File: config.mk
export PLATFORM = sky130hd
export DESIGN_NAME = fsr_pin_routing
export DESIGN_NICKNAME = d
export VERILOG_FILES = /design/src/hw/fsr_pin_routing.v
export VERILOG_INCLUDE_DIRS = /design/src /design/src/hw
export SDC_FILE = /design/constraint.sdc
export NUM_CORES = 1
export LEC_CHECK = 0
export BUFFER_PORTS_ARGS = -buffer_cell sky130_fd_sc_hd__buf_4
export CORE_UTILIZATION = 46
export CTS_CLUSTER_DIAMETER = 200
export DETAILED_ROUTE_END_ITERATION = 6
export PLACE_DENSITY = 0.84
export SYNTH_ARGS = -nofsm -noshare
export SYNTH_HDL_FRONTEND = slang
export SYNTH_SLANG_ARGS = --single-unit
File: constraint.sdc
create_clock -name mclk -period 1.7 [get_ports mclk]
set_input_delay 0 -clock mclk [delete_from_list [all_inputs] [get_ports mclk]]
set_output_delay 0 -clock mclk [all_outputs]
set_load 0.1 [all_outputs]
File: src/hw/fsr_defs.vh
// Register map, field positions, reset values and timing for pin routing
`ifndef FSR_DEFS_VH
`define FSR_DEFS_VH

// ---------------------------------------------------------------
// Register byte offsets
// ---------------------------------------------------------------
`define FSR_ADDR_W         8
`define FSR_OFS_AUX_CTRL   8'h00
`define FSR_OFS_FS_CTRL    8'h04
`define FSR_OFS_GPIO       8'h08
`define FSR_OFS_STATUS     8'h0c
`define FSR_OFS_FREQ_ONE   8'h10
`define FSR_OFS_FREQ_TWO   8'h14
`define FSR_OFS_FREQ_THREE 8'h18

// ---------------------------------------------------------------
// Field positions
// ---------------------------------------------------------------
`define FSR_AUX_EN_LSB     0
`define FSR_DIFF4_FMT_LSB  5
`define FSR_DIFF5_FMT_LSB  7
`define FSR_FS_SRC_LSB     0
`define FSR_FS_QUAL_LSB    4
`define FSR_FR_INV_BIT     6
`define FSR_FR_PUL_BIT     7
`define FSR_MF_INV_BIT     8
`define FSR_MF_PUL_BIT     9
`define FSR_GPIO_DIR_LSB   0
`define FSR_GPIO_OUT_LSB   4
`define FSR_GPIO_IN_LSB    8
`define FSR_ST_REF_LSB     0
`define FSR_ST_SYNC_BIT    4
`define FSR_ST_SYNC_OK_BIT 5
`define FSR_ST_EN_LSB      8

// ---------------------------------------------------------------
// Encodings and reset values
// ---------------------------------------------------------------
`define FSR_SRC_PIN_MAP    2'h3
`define FSR_QUAL_FOLLOW    2'h0
`define FSR_QUAL_PIN_A     2'h1
`define FSR_QUAL_PIN_B     2'h2
`define FSR_REF_TWO        4'h2
`define FSR_REF_THREE      4'h3
`define FSR_REF_FOUR       4'h4
`define FSR_REF_FIVE       4'h5
`define FSR_REF_SIX        4'h6
`define FSR_REF_NINE       4'h9
`define FSR_RST_FREQ_ONE   32'h017d7840
`define FSR_RST_FREQ_TWO   32'h03b9aca0
`define FSR_RST_FREQ_THREE 32'h04a28600

// ---------------------------------------------------------------
// Timing
// ---------------------------------------------------------------
`define FSR_CLK_PERIOD_NS  100
`define FSR_FRAME_NS       125000
`define FSR_FRAME_CYCLES   (`FSR_FRAME_NS / `FSR_CLK_PERIOD_NS)
`define FSR_FRAMES_PER_MF  4
`define FSR_CNT_W          11
`define FSR_MF_W           2

`endif

File: src/hw/fsr_pin_routing.v
// Frame-sync input routing and output clock pin mux with Avalon-MM registers
`timescale 1ns/1ps
`default_nettype none
`include "fsr_defs.vh"

// What this block does
// - Non-pin-map source: pin A only, B/C ignored
// - Pin map: pin A serves input three/five
// - Pin map: pin B serves input four/six
// - Pin map: pin C serves input nine/two
// - Sync inputs accept 2, 4, 8 kHz
// - Aux pins one-three: clock or GPIO
// - Aux pins four-five off unless enabled
// - Diff pairs mirror clocks four/five, format field
// - Frame output default 50% clock
// - Frame output invert and pulse controls
// - Multiframe output invert and pulse controls
// - Output clock frequencies reset to defaults
module fsr_pin_routing (
  input  wire        mclk,              // 10 MHz system clock
  input  wire        reset,             // Synchronous, active high
  input  wire [7:0]  avs_address,       // Byte address
  input  wire        avs_read,          // Read request
  input  wire        avs_write,         // Write request
  input  wire [31:0] avs_writedata,     // Write data
  input  wire [3:0]  avs_byteenable,    // Byte lanes
  output reg  [31:0] avs_readdata,      // Read data
  output reg         avs_waitrequest,   // Stall
  input  wire [4:0]  primary_clk,       // Primary output clocks one-five
  input  wire [3:0]  selected_ref,      // Currently selected input number
  input  wire        frame_sync_in_a,   // Sync pin A
  input  wire        frame_sync_in_b,   // Sync pin B
  input  wire        frame_sync_in_c,   // Sync pin C
  output reg         ext_frame_sync,    // Routed external frame sync
  output reg         ext_sync_valid,    // A sync pin is routed
  input  wire [2:0]  aux_gpio_in,       // Aux pins one-three input
  output reg  [2:0]  aux_gpio_out,      // Aux pins one-three output
  output reg  [2:0]  aux_gpio_oe,       // Aux pins one-three enable
  output reg         aux_four_out,      // Aux pin four output
  output reg         aux_four_oe,       // Aux pin four enable
  output reg         aux_five_out,      // Aux pin five output
  output reg         aux_five_oe,       // Aux pin five enable
  output reg         diff_four_p,       // Diff pair four, true
  output reg         diff_four_n,       // Diff pair four, complement
  output reg  [1:0]  diff_four_format,  // Pair four signalling mode
  output reg         diff_five_p,       // Diff pair five, true
  output reg         diff_five_n,       // Diff pair five, complement
  output reg  [1:0]  diff_five_format,  // Pair five signalling mode
  output reg         frame_pulse_out,   // 8 kHz frame output
  output reg         multiframe_pulse_out, // 2 kHz multiframe output
  output reg  [31:0] out_freq_one,      // Output clock one rate, Hz
  output reg  [31:0] out_freq_two,      // Output clock two rate, Hz
  output reg  [31:0] out_freq_three     // Output clock three rate, Hz
);

  // -------------------------------------------------------------
  // Control registers
  // -------------------------------------------------------------
  reg [4:0]  aux_enable;
  reg [3:0]  fs_source_select;
  reg [1:0]  fs_ref_qualifier;
  reg        frame_out_invert;
  reg        frame_out_pulse_mode;
  reg        multiframe_out_invert;
  reg        multiframe_out_pulse_mode;
  reg [2:0]  gpio_dir;
  reg [2:0]  gpio_val;
  reg [4:0]  eff_enable;
  reg [`FSR_CNT_W-1:0] frame_cnt;
  reg [`FSR_MF_W-1:0]  mf_cnt;

  wire       bus_req = avs_read | avs_write;
  wire       wr_go   = avs_write & ~avs_waitrequest;

  // -------------------------------------------------------------
  // Byte-lane merge
  // -------------------------------------------------------------
  function [31:0] merge;
    input [31:0] old;
    input [31:0] wd;
    input [3:0]  be;
    integer k;
    begin
      merge = old;
      for (k = 0; k < 4; k = k + 1) begin
        if (be[k])
          merge[k*8 +: 8] = wd[k*8 +: 8];
      end
    end
  endfunction

  // -------------------------------------------------------------
  // Register images for read and write
  // -------------------------------------------------------------
  reg [31:0] aux_img;
  reg [31:0] fs_img;
  reg [31:0] gpio_img;
  reg [31:0] stat_img;
  reg [31:0] rd_mux;

  always @* begin
    aux_img = 32'h0000_0000;
    aux_img[`FSR_AUX_EN_LSB +: 5] = aux_enable;
    aux_img[`FSR_DIFF4_FMT_LSB +: 2] = diff_four_format;
    aux_img[`FSR_DIFF5_FMT_LSB +: 2] = diff_five_format;
    fs_img = 32'h0000_0000;
    fs_img[`FSR_FS_SRC_LSB +: 4] = fs_source_select;
    fs_img[`FSR_FS_QUAL_LSB +: 2] = fs_ref_qualifier;
    fs_img[`FSR_FR_INV_BIT] = frame_out_invert;
    fs_img[`FSR_FR_PUL_BIT] = frame_out_pulse_mode;
    fs_img[`FSR_MF_INV_BIT] = multiframe_out_invert;
    fs_img[`FSR_MF_PUL_BIT] = multiframe_out_pulse_mode;
    gpio_img = 32'h0000_0000;
    gpio_img[`FSR_GPIO_DIR_LSB +: 3] = gpio_dir;
    gpio_img[`FSR_GPIO_OUT_LSB +: 3] = gpio_val;
    gpio_img[`FSR_GPIO_IN_LSB +: 3] = aux_gpio_in;
    stat_img = 32'h0000_0000;
    stat_img[`FSR_ST_REF_LSB +: 4] = selected_ref;
    stat_img[`FSR_ST_SYNC_BIT] = ext_frame_sync;
    stat_img[`FSR_ST_SYNC_OK_BIT] = ext_sync_valid;
    stat_img[`FSR_ST_EN_LSB +: 5] = eff_enable;
    case (avs_address)
      `FSR_OFS_AUX_CTRL:   rd_mux = aux_img;
      `FSR_OFS_FS_CTRL:    rd_mux = fs_img;
      `FSR_OFS_GPIO:       rd_mux = gpio_img;
      `FSR_OFS_STATUS:     rd_mux = stat_img;
      `FSR_OFS_FREQ_ONE:   rd_mux = out_freq_one;
      `FSR_OFS_FREQ_TWO:   rd_mux = out_freq_two;
      `FSR_OFS_FREQ_THREE: rd_mux = out_freq_three;
      default:             rd_mux = 32'h0000_0000;
    endcase
  end

  // -------------------------------------------------------------
  // Avalon slave: one wait cycle, then a one-cycle release
  // -------------------------------------------------------------
  reg [31:0] wr_aux;
  reg [31:0] wr_fs;
  reg [31:0] wr_gpio;

  always @* begin
    wr_aux  = merge(aux_img, avs_writedata, avs_byteenable);
    wr_fs   = merge(fs_img, avs_writedata, avs_byteenable);
    wr_gpio = merge(gpio_img, avs_writedata, avs_byteenable);
  end

  always @(posedge mclk) begin
    if (reset) begin
      avs_waitrequest <= 1'b1;
      avs_readdata <= 32'h0000_0000;
    end else begin
      if (bus_req & avs_waitrequest) begin
        avs_waitrequest <= 1'b0;
        avs_readdata <= avs_read ? rd_mux : 32'h0000_0000;
      end else begin
        avs_waitrequest <= 1'b1;
      end
    end
  end

  always @(posedge mclk) begin
    if (reset) begin
      aux_enable <= 5'h00;
      diff_four_format <= 2'h0;
      diff_five_format <= 2'h0;
      fs_source_select <= 4'h0;
      fs_ref_qualifier <= 2'h0;
      frame_out_invert <= 1'b0;
      frame_out_pulse_mode <= 1'b0;
      multiframe_out_invert <= 1'b0;
      multiframe_out_pulse_mode <= 1'b0;
      gpio_dir <= 3'h0;
      gpio_val <= 3'h0;
      out_freq_one <= `FSR_RST_FREQ_ONE;
      out_freq_two <= `FSR_RST_FREQ_TWO;
      out_freq_three <= `FSR_RST_FREQ_THREE;
    end else if (wr_go) begin
      case (avs_address)
        `FSR_OFS_AUX_CTRL: begin
          aux_enable <= wr_aux[`FSR_AUX_EN_LSB +: 5];
          diff_four_format <= wr_aux[`FSR_DIFF4_FMT_LSB +: 2];
          diff_five_format <= wr_aux[`FSR_DIFF5_FMT_LSB +: 2];
        end
        `FSR_OFS_FS_CTRL: begin
          fs_source_select <= wr_fs[`FSR_FS_SRC_LSB +: 4];
          fs_ref_qualifier <= wr_fs[`FSR_FS_QUAL_LSB +: 2];
          frame_out_invert <= wr_fs[`FSR_FR_INV_BIT];
          frame_out_pulse_mode <= wr_fs[`FSR_FR_PUL_BIT];
          multiframe_out_invert <= wr_fs[`FSR_MF_INV_BIT];
          multiframe_out_pulse_mode <= wr_fs[`FSR_MF_PUL_BIT];
        end
        `FSR_OFS_GPIO: begin
          gpio_dir <= wr_gpio[`FSR_GPIO_DIR_LSB +: 3];
          gpio_val <= wr_gpio[`FSR_GPIO_OUT_LSB +: 3];
        end
        `FSR_OFS_FREQ_ONE:
          out_freq_one <= merge(out_freq_one, avs_writedata, avs_byteenable);
        `FSR_OFS_FREQ_TWO:
          out_freq_two <= merge(out_freq_two, avs_writedata, avs_byteenable);
        `FSR_OFS_FREQ_THREE:
          out_freq_three <= merge(out_freq_three, avs_writedata,
                                  avs_byteenable);
        default: begin
          aux_enable <= aux_enable;
        end
      endcase
    end
  end

  // -------------------------------------------------------------
  // Frame-sync input routing
  // -------------------------------------------------------------
  // Rate is not checked: a sync edge of any supported rate passes.
  reg next_sync;
  reg next_valid;

  always @* begin
    next_sync  = 1'b0;
    next_valid = 1'b0;
    if (fs_source_select[3:2] != `FSR_SRC_PIN_MAP) begin
      next_sync  = frame_sync_in_a;
      next_valid = 1'b1;
    end else begin
      case (fs_ref_qualifier)
        `FSR_QUAL_PIN_A: begin
          next_sync  = frame_sync_in_a;
          next_valid = 1'b1;
        end
        `FSR_QUAL_PIN_B: begin
          next_sync  = frame_sync_in_b;
          next_valid = 1'b1;
        end
        `FSR_QUAL_FOLLOW: begin
          case (selected_ref)
            `FSR_REF_THREE, `FSR_REF_FIVE: begin
              next_sync  = frame_sync_in_a;
              next_valid = 1'b1;
            end
            `FSR_REF_FOUR, `FSR_REF_SIX: begin
              next_sync  = frame_sync_in_b;
              next_valid = 1'b1;
            end
            `FSR_REF_NINE, `FSR_REF_TWO: begin
              next_sync  = frame_sync_in_c;
              next_valid = 1'b1;
            end
            default: begin
              next_sync  = 1'b0;
              next_valid = 1'b0;
            end
          endcase
        end
        default: begin
          next_sync  = frame_sync_in_c;
          next_valid = 1'b1;
        end
      endcase
    end
  end

  always @(posedge mclk) begin
    if (reset) begin
      ext_frame_sync <= 1'b0;
      ext_sync_valid <= 1'b0;
    end else begin
      ext_frame_sync <= next_sync;
      ext_sync_valid <= next_valid;
    end
  end

  // -------------------------------------------------------------
  // Output clock pins
  // -------------------------------------------------------------
  // An enable change lands only while its clock is low, so an
  // enabled pin never sees a runt high phase.
  reg [4:0] next_eff;
  integer i;
  integer j;

  always @* begin
    next_eff = eff_enable;
    for (i = 0; i < 5; i = i + 1) begin
      if (!primary_clk[i])
        next_eff[i] = aux_enable[i];
    end
  end

  always @(posedge mclk) begin
    if (reset) begin
      eff_enable <= 5'h00;
      aux_gpio_out <= 3'h0;
      aux_gpio_oe <= 3'h0;
      aux_four_out <= 1'b0;
      aux_four_oe <= 1'b0;
      aux_five_out <= 1'b0;
      aux_five_oe <= 1'b0;
      diff_four_p <= 1'b0;
      diff_four_n <= 1'b1;
      diff_five_p <= 1'b0;
      diff_five_n <= 1'b1;
    end else begin
      eff_enable <= next_eff;
      for (j = 0; j < 3; j = j + 1) begin
        if (next_eff[j]) begin
          aux_gpio_out[j] <= primary_clk[j];
          aux_gpio_oe[j] <= 1'b1;
        end else begin
          aux_gpio_out[j] <= gpio_val[j];
          aux_gpio_oe[j] <= gpio_dir[j];
        end
      end
      aux_four_out <= primary_clk[3] & next_eff[3];
      aux_four_oe <= next_eff[3];
      aux_five_out <= primary_clk[4] & next_eff[4];
      aux_five_oe <= next_eff[4];
      diff_four_p <= primary_clk[3];
      diff_four_n <= ~primary_clk[3];
      diff_five_p <= primary_clk[4];
      diff_five_n <= ~primary_clk[4];
    end
  end

  // -------------------------------------------------------------
  // Frame and multiframe outputs
  // -------------------------------------------------------------
  // Multiframe shares the frame counter so both stay phase aligned.
  localparam integer FRAME_LAST_I = `FSR_FRAME_CYCLES - 1;
  localparam integer FRAME_HALF_I = `FSR_FRAME_CYCLES / 2;
  localparam integer MF_HALF_I    = `FSR_FRAMES_PER_MF / 2;
  localparam [`FSR_CNT_W-1:0] FRAME_LAST = FRAME_LAST_I[`FSR_CNT_W-1:0];
  localparam [`FSR_CNT_W-1:0] FRAME_HALF = FRAME_HALF_I[`FSR_CNT_W-1:0];
  localparam [`FSR_MF_W-1:0]  MF_HALF    = MF_HALF_I[`FSR_MF_W-1:0];

  wire frame_wrap = (frame_cnt == FRAME_LAST);
  wire fr_level = frame_out_pulse_mode ? (frame_cnt == {`FSR_CNT_W{1'b0}})
                                       : (frame_cnt < FRAME_HALF);
  wire mf_level = multiframe_out_pulse_mode ?
                  ((frame_cnt == {`FSR_CNT_W{1'b0}}) &&
                   (mf_cnt == {`FSR_MF_W{1'b0}}))
                  : (mf_cnt < MF_HALF);

  always @(posedge mclk) begin
    if (reset) begin
      frame_cnt <= {`FSR_CNT_W{1'b0}};
      mf_cnt <= {`FSR_MF_W{1'b0}};
      frame_pulse_out <= 1'b0;
      multiframe_pulse_out <= 1'b0;
    end else begin
      frame_cnt <= frame_wrap ? {`FSR_CNT_W{1'b0}}
                              : frame_cnt + 1'b1;
      if (frame_wrap)
        mf_cnt <= mf_cnt + 1'b1;
      frame_pulse_out <= fr_level ^ frame_out_invert;
      multiframe_pulse_out <= mf_level ^ multiframe_out_invert;
    end
  end

endmodule
`default_nettype wire

# Yosys cells after proc, flatten, opt, wreduce, memory -nomap -nowiden
# Cells that the tools add are included.
# W data, S select, Z words.
# word_totals
register_bits	190
inputBits	63
wordCells	122
# op_classes
n_addsub	2
order_cmp	2
n_eq_ne	16
mux	22
n_bitwise	10
n_reduce_logical	27
# op_table
operator	count
$pmux W32 S7	1
$reduce_and A3 Y1	17
$mux W32	1
$eq A8 B5 Y1 const B	3
$mux W1	18
$eq A8 B4 Y1 const B	2
$eq A4 B3 Y1 const B	3
$add A11 B1 Y11 const B	1
$eq A11 B11 Y1 const B	1
$logic_not A11 Y1	1
$lt A11 B10 Y1 const B	1
$eq A4 B2 Y1 const B	2
$eq A8 B3 Y1 const B	1
$logic_not A8 Y1	1
$reduce_or A2 Y1	4
$pmux W1 S3	2
$reduce_or A6 Y1	1
$and A1 B1 Y1	4
$eq A4 B4 Y1 const B	1
$logic_not A2 Y1	2
$not A1 Y1	3
$add A2 B1 Y2 const B	1
$eq A2 B1 Y1 const B	1
$eq A2 B2 Y1 const B	1
other kinds (5)	6

# Logic depth before layout (Yosys ltp)
# logic_depth
depth_word	5
depth_mapped	8

# Least setup slack after synthesis
# OpenSTA, ideal clock, no wires.
# synth_path
path_kind	register -> register
startpoint	reg avs_waitrequest
endpoint	reg out_freq_three[26]
setup_ns	0.129
t_arrival_ns	2.138
t_required_ns	1.571
slack_ns	-0.568
path_stages_with_launch	6
period_less_slack_ns	2.268
path_cell_list	dfxtp_1 nand3b_1 nand4bb_1 clkbuf_1 mux2i_1 nand2_1
# synth_via
elab_chain_len	3
# synth_lines
element	line	text
start: declaration	fsr_pin_routing.v:28	output reg avs_waitrequest,
start signal: assignment	fsr_pin_routing.v:149	avs_waitrequest <= 1'b1;
start signal: assignment	fsr_pin_routing.v:153	avs_waitrequest <= 1'b0;
start signal: assignment	fsr_pin_routing.v:156	avs_waitrequest <= 1'b1;
$not A1 Y1	fsr_pin_routing.v:73	wire wr_go = avs_write & ~avs_waitrequest;
$and A1 B1 Y1	fsr_pin_routing.v:73	
$reduce_and A3 Y1 (no source line)	n/a	
end signal: assignment	fsr_pin_routing.v:176	out_freq_three <= `FSR_RST_FREQ_THREE;
end signal: assignment	fsr_pin_routing.v:201	out_freq_three <= merge(out_freq_three, avs_writedata,
end: declaration	fsr_pin_routing.v:53	output reg [31:0] out_freq_three
# Every way passes these cells.
# A chain may end at the register's enable or synchronous reset.

# Worst setup path after layout
# layout_path
startpoint	reg frame_cnt[2]
endpoint	reg multiframe_pulse_out
# layout_via
elab_chain_len	4
# layout_lines
element	line	text
start: declaration	fsr_pin_routing.v:69	reg [`FSR_CNT_W-1:0] frame_cnt;
start signal: assignment	fsr_pin_routing.v:344	frame_cnt <= {`FSR_CNT_W{1'b0}};
start signal: assignment	fsr_pin_routing.v:349	frame_cnt <= frame_wrap ? {`FSR_CNT_W{1'b0}}
$logic_not A11 Y1	fsr_pin_routing.v:338	((frame_cnt == {`FSR_CNT_W{1'b0}}) &&
$logic_and A1 B1 Y1	fsr_pin_routing.v:338	
$mux W1	fsr_pin_routing.v:337	wire mf_level = multiframe_out_pulse_mode ?
$xor A1 B1 Y1	fsr_pin_routing.v:354	multiframe_pulse_out <= mf_level ^ multiframe_out_invert;
end signal: assignment	fsr_pin_routing.v:354	
end: declaration	fsr_pin_routing.v:50	output reg multiframe_pulse_out,
# Every way passes these cells.

==> impl_metrics.json <==
{
  "vdd.ir_drop.worst_mv": 0.729,
  "comb_power_share": 0.090,
  "met1Wirelength_mm": 11.3,
  "drt_wl_total_mm": 27.4,
  "maximum_number_of_pins_on_one_net_before_global_route_repair": 36,
  "synth_edf_count": 0,
  "pwr_density_cell_nw_per_um2": 802,
  "fin_worst_hold_slack_ps": 25.7,
  "cp_top_family": "simple AND/OR/NAND/NOR gates",
  "cts-root-buf": "sky130_fd_sc_hd__clkbuf_16",
  "io-pin-count": 214,
  "outcome": "complete, no violations",
  "postLayoutSetupSlackWorst_ps": 8.42,
  "critical_path.endpoint_type": "flop",
  "synth.net_count": 941,
  "power.leakage_nw": 4.80,
  "tmin_final_ps": 1690,
  "initial_util": 0.470,
  "cts_htree_levels": 4,
  "fin_crit_sh": 0.995,
  "yosys_register_bits": 188,
  "port_buffers": 213,
  "num_antenna_cells": 0,
  "total_of_max_cap_violations": 0,
  "worst-endpoint-required_ps": 2030,
  "drive_gt1_frac": 0.292,
  "clock_skew_ps": 7.52,
  "setup.worst_path.class": "reg2reg",
  "worst_path_max_delay_cell": "sky130_fd_sc_hd__or4_4",
  "first_pass_grt_wire_length_mm": 42.0,
  "path_buf_inv": 0,
  "route.met3.wl_mm": 2.25,
  "tritoncts_num_sinks": 188,
  "die_area_um2": 18100,
  "power_frac_clock": 0.421,
  "num_vias": 8139,
  "drt_first_iter_violations": 962,
  "worst_path_cell_trace": "or4_4, and4b_1, a31oi_1, mux2_2",
  "mapped_cell_area_um2": 8100,
  "dr.pass1.iters": 6,
  "dominantRegCellSynth": "sky130_fd_sc_hd__dfxtp_1",
  "cts_buffer_count": 17,
  "max-slew-margin-rel": 0.624,
  "antenna_found_initial": 0,
  "tritoncts": "done",
  "drt.antenna.violating_nets": 0,
  "power.share.switching": 0.263,
  "postSynthCellCount": 874,
  "place_congestion": 0.892,
  "hold_viol": 0,
  "final_nets": 1208,
  "power.internal_mw": 6.69,
  "switching_power_mw": 2.38,
  "timing.final.setup_violations": 0,
  "die-height_um": 135,
  "rows": 48,
  "route.detailed.wl_per_inst_um": 19.9,
  "timing_max_transition_violations_final": 0,
  "cts-root-to-sink-buffers": 2,
  "setup_tns_ps": 0,
  "cts_setup_buffers": 0,
  "sequentialPowerShare": 0.489,
  "route.top_layer_used": "met4",
  "worstPathArrival_ps": 2020,
  "critPathLaunchType": "flop",
  "synth_seq_area_share": 0.465,
  "grt_pass1_vias": 7675,
  "globalRouteTotalUtil": 0.298,
  "post-dp-hpwl_mm": 18.8,
  "async_reset_ff_frac": 0,
  "die_x_um": 135,
  "fp.coreArea_um2": 17200,
  "fmax_mhz": 591,
  "worstPathMaxFanout": 3,
  "gr_overflow_total": 0,
  "crit_path_max_incr_delay_ps": 550,
  "avgSynthCellArea_um2": 9.26,
  "layout.filler_cells": 1288,
  "synth_cell_types": 59,
  "grt_setup_unrepaired": "yes",
  "actual_slew_at_the_worst_max_slew_pin_ps": 562,
  "reg_clk_slew_reported_paths_ps": 70,
  "worstSkewPairLatency_ps": 440,
  "synth_warnings": 0,
  "post-route-drc-count": 0,
  "post_drt_via_cell_ratio": 5.90,
  "worstHoldPathType": "in2reg",
  "area.growth.synth_to_final_pct": 39.8,
  "met2_layer_wire_length_in_the_routed_design_mm": 12.7,
  "post-route-util": 0.657,
  "worst_slack_at_placement_ps": -56.6
}
[tightest hold or removal path, cell delays in order]
cell and delay (ps):
sky130_fd_sc_hd__buf_4 140, sky130_fd_sc_hd__nor2_1 120, sky130_fd_sc_hd__a311oi_1 100, sky130_fd_sc_hd__nor2_1 60
[power groups by stage]
stage | logic [mW] | clock network [mW] | registers, mW
2_1_floorplan | 0.281 | 0 | 4.63
3_3_place_gp | 0.694 | 0 | 4.54
3_5_place_dp | 0.703 | 0 | 4.54
4_1_cts | 0.795 | 3.83 | 4.43
5_1_grt | 0.858 | 4.01 | 4.44
6_report | 0.819 | 3.82 | 4.44
[what timing repair did]
item | in CTS | in global routing
pin swaps | 1 | 1
endpoints found under the hold margin | 140 | 0
hold buffers | 46 | 0
gates resized for setup | 3 | 10
setup endpoints to repair | 2 | 6
[metrics by stage]
step / total power [mW] / instance area (µm²) / cells
detailed placement: 5.24 / 10300 / 1301
finish: 9.08 / 11300 / 1379
CTS: 9.06 / 11300 / 1379
floorplan: 4.91 / 8110 / 874
global route: 9.31 / 11300 / 1379
global placement: 5.23 / 10300 / 1301
[metal layers]
layer,global-route usage,vias up
li1,-,3685
met1,0.387,3909
met2,0.471,444
met3,0.0668,101
met4,0.139,0
met5,0,-
[cell families (layout without fill, tap and decap cells)]
group / after synthesis / count (layout) / synth area share
AO/OA/AOI/OAI: 195 / 195 / 0.146
XOR/XNOR: 11 / 11 / 0.0119
adder cells (fa/ha/maj): 4 / 4 / 0.00618
buffers and inverters: 69 / 349 / 0.0357
flip-flops: 188 / 188 / 0.465
multiplexers: 114 / 114 / 0.149
AND/OR/NAND/NOR: 293 / 293 / 0.186
[final cells by class]
class | instances | area, µm² | area share
clock buffers | 17 | 425 | 0.0376
clock inverters | 15 | 131 | 0.0116
inverters | 12 | 45.0 | 0.00398
multi-input cells | 617 | 4110 | 0.363
flip-flops and latches | 188 | 3770 | 0.333
well taps | 225 | 282 | 0.0249
repair buffers | 305 | 2550 | 0.226
[cells in the final DEF (no fill, tap or decap), drive strengths merged, types with 5 or more instances in the layout]
cell / count
a2bb2oi: 20
nand3b: 5
nand2b: 5
nand2: 71
a22o: 7
buf: 259
dfxtp: 188
a22oi: 6
nand3: 77
a21oi: 49
nand4: 9
dlygate4sd3: 46
nor4: 7
o21ai: 85
xor2: 6
nor3: 9
inv: 20
and3b: 5
mux2: 13
nor2: 75
nor2b: 7
mux2i: 97
o211ai: 5
xnor2: 5
clkbuf: 17
[path summary, 6_finish.rpt]
check / cells after the start / from / slack [ps] / to
hold reg to reg: 2 / avs_readdata[20] / 460 / avs_readdata[20]
setup reg to reg: 4 / frame_cnt[2] / 8 / multiframe_pulse_out
setup / recovery: 4 / frame_cnt[2] / 8 / multiframe_pulse_out
hold / removal: 4 / selected_ref[1] / 30 / ext_sync_valid
[registers in the layout (all words and copies together) (netlist names), 2 cells and up]
signal            count
avs_readdata         32
out_freq_one         32
out_freq_three       32
out_freq_two         32
frame_cnt            11
aux_enable            5
eff_enable            4
fs_source_select      4
aux_gpio_oe           3
aux_gpio_out          3
gpio_dir              3
gpio_val              3
diff_five_format      2
diff_four_format      2
fs_ref_qualifier      2
mf_cnt                2
[Yosys cell counts, types with 7 or more instances]
library cell / instances / area share
sky130_fd_sc_hd__a2bb2oi_1: 20 / 0.022
sky130_fd_sc_hd__buf_1: 7 / 0.0032
sky130_fd_sc_hd__a21oi_1: 49 / 0.030
sky130_fd_sc_hd__a22o_1: 7 / 0.0076
sky130_fd_sc_hd__clkbuf_1: 38 / 0.018
sky130_fd_sc_hd__nand2_1: 71 / 0.033
sky130_fd_sc_hd__o21ai_0: 85 / 0.053
sky130_fd_sc_hd__mux2i_1: 97 / 0.12
sky130_fd_sc_hd__nor2_1: 75 / 0.035
sky130_fd_sc_hd__nand3_1: 77 / 0.048
sky130_fd_sc_hd__dfxtp_1: 188 / 0.46
sky130_fd_sc_hd__inv_1: 11 / 0.0051
sky130_fd_sc_hd__buf_2: 9 / 0.0056
sky130_fd_sc_hd__nor2b_1: 7 / 0.0054
sky130_fd_sc_hd__mux2_2: 13 / 0.018
No activity file was read; power rests on OpenSTA's default activity.
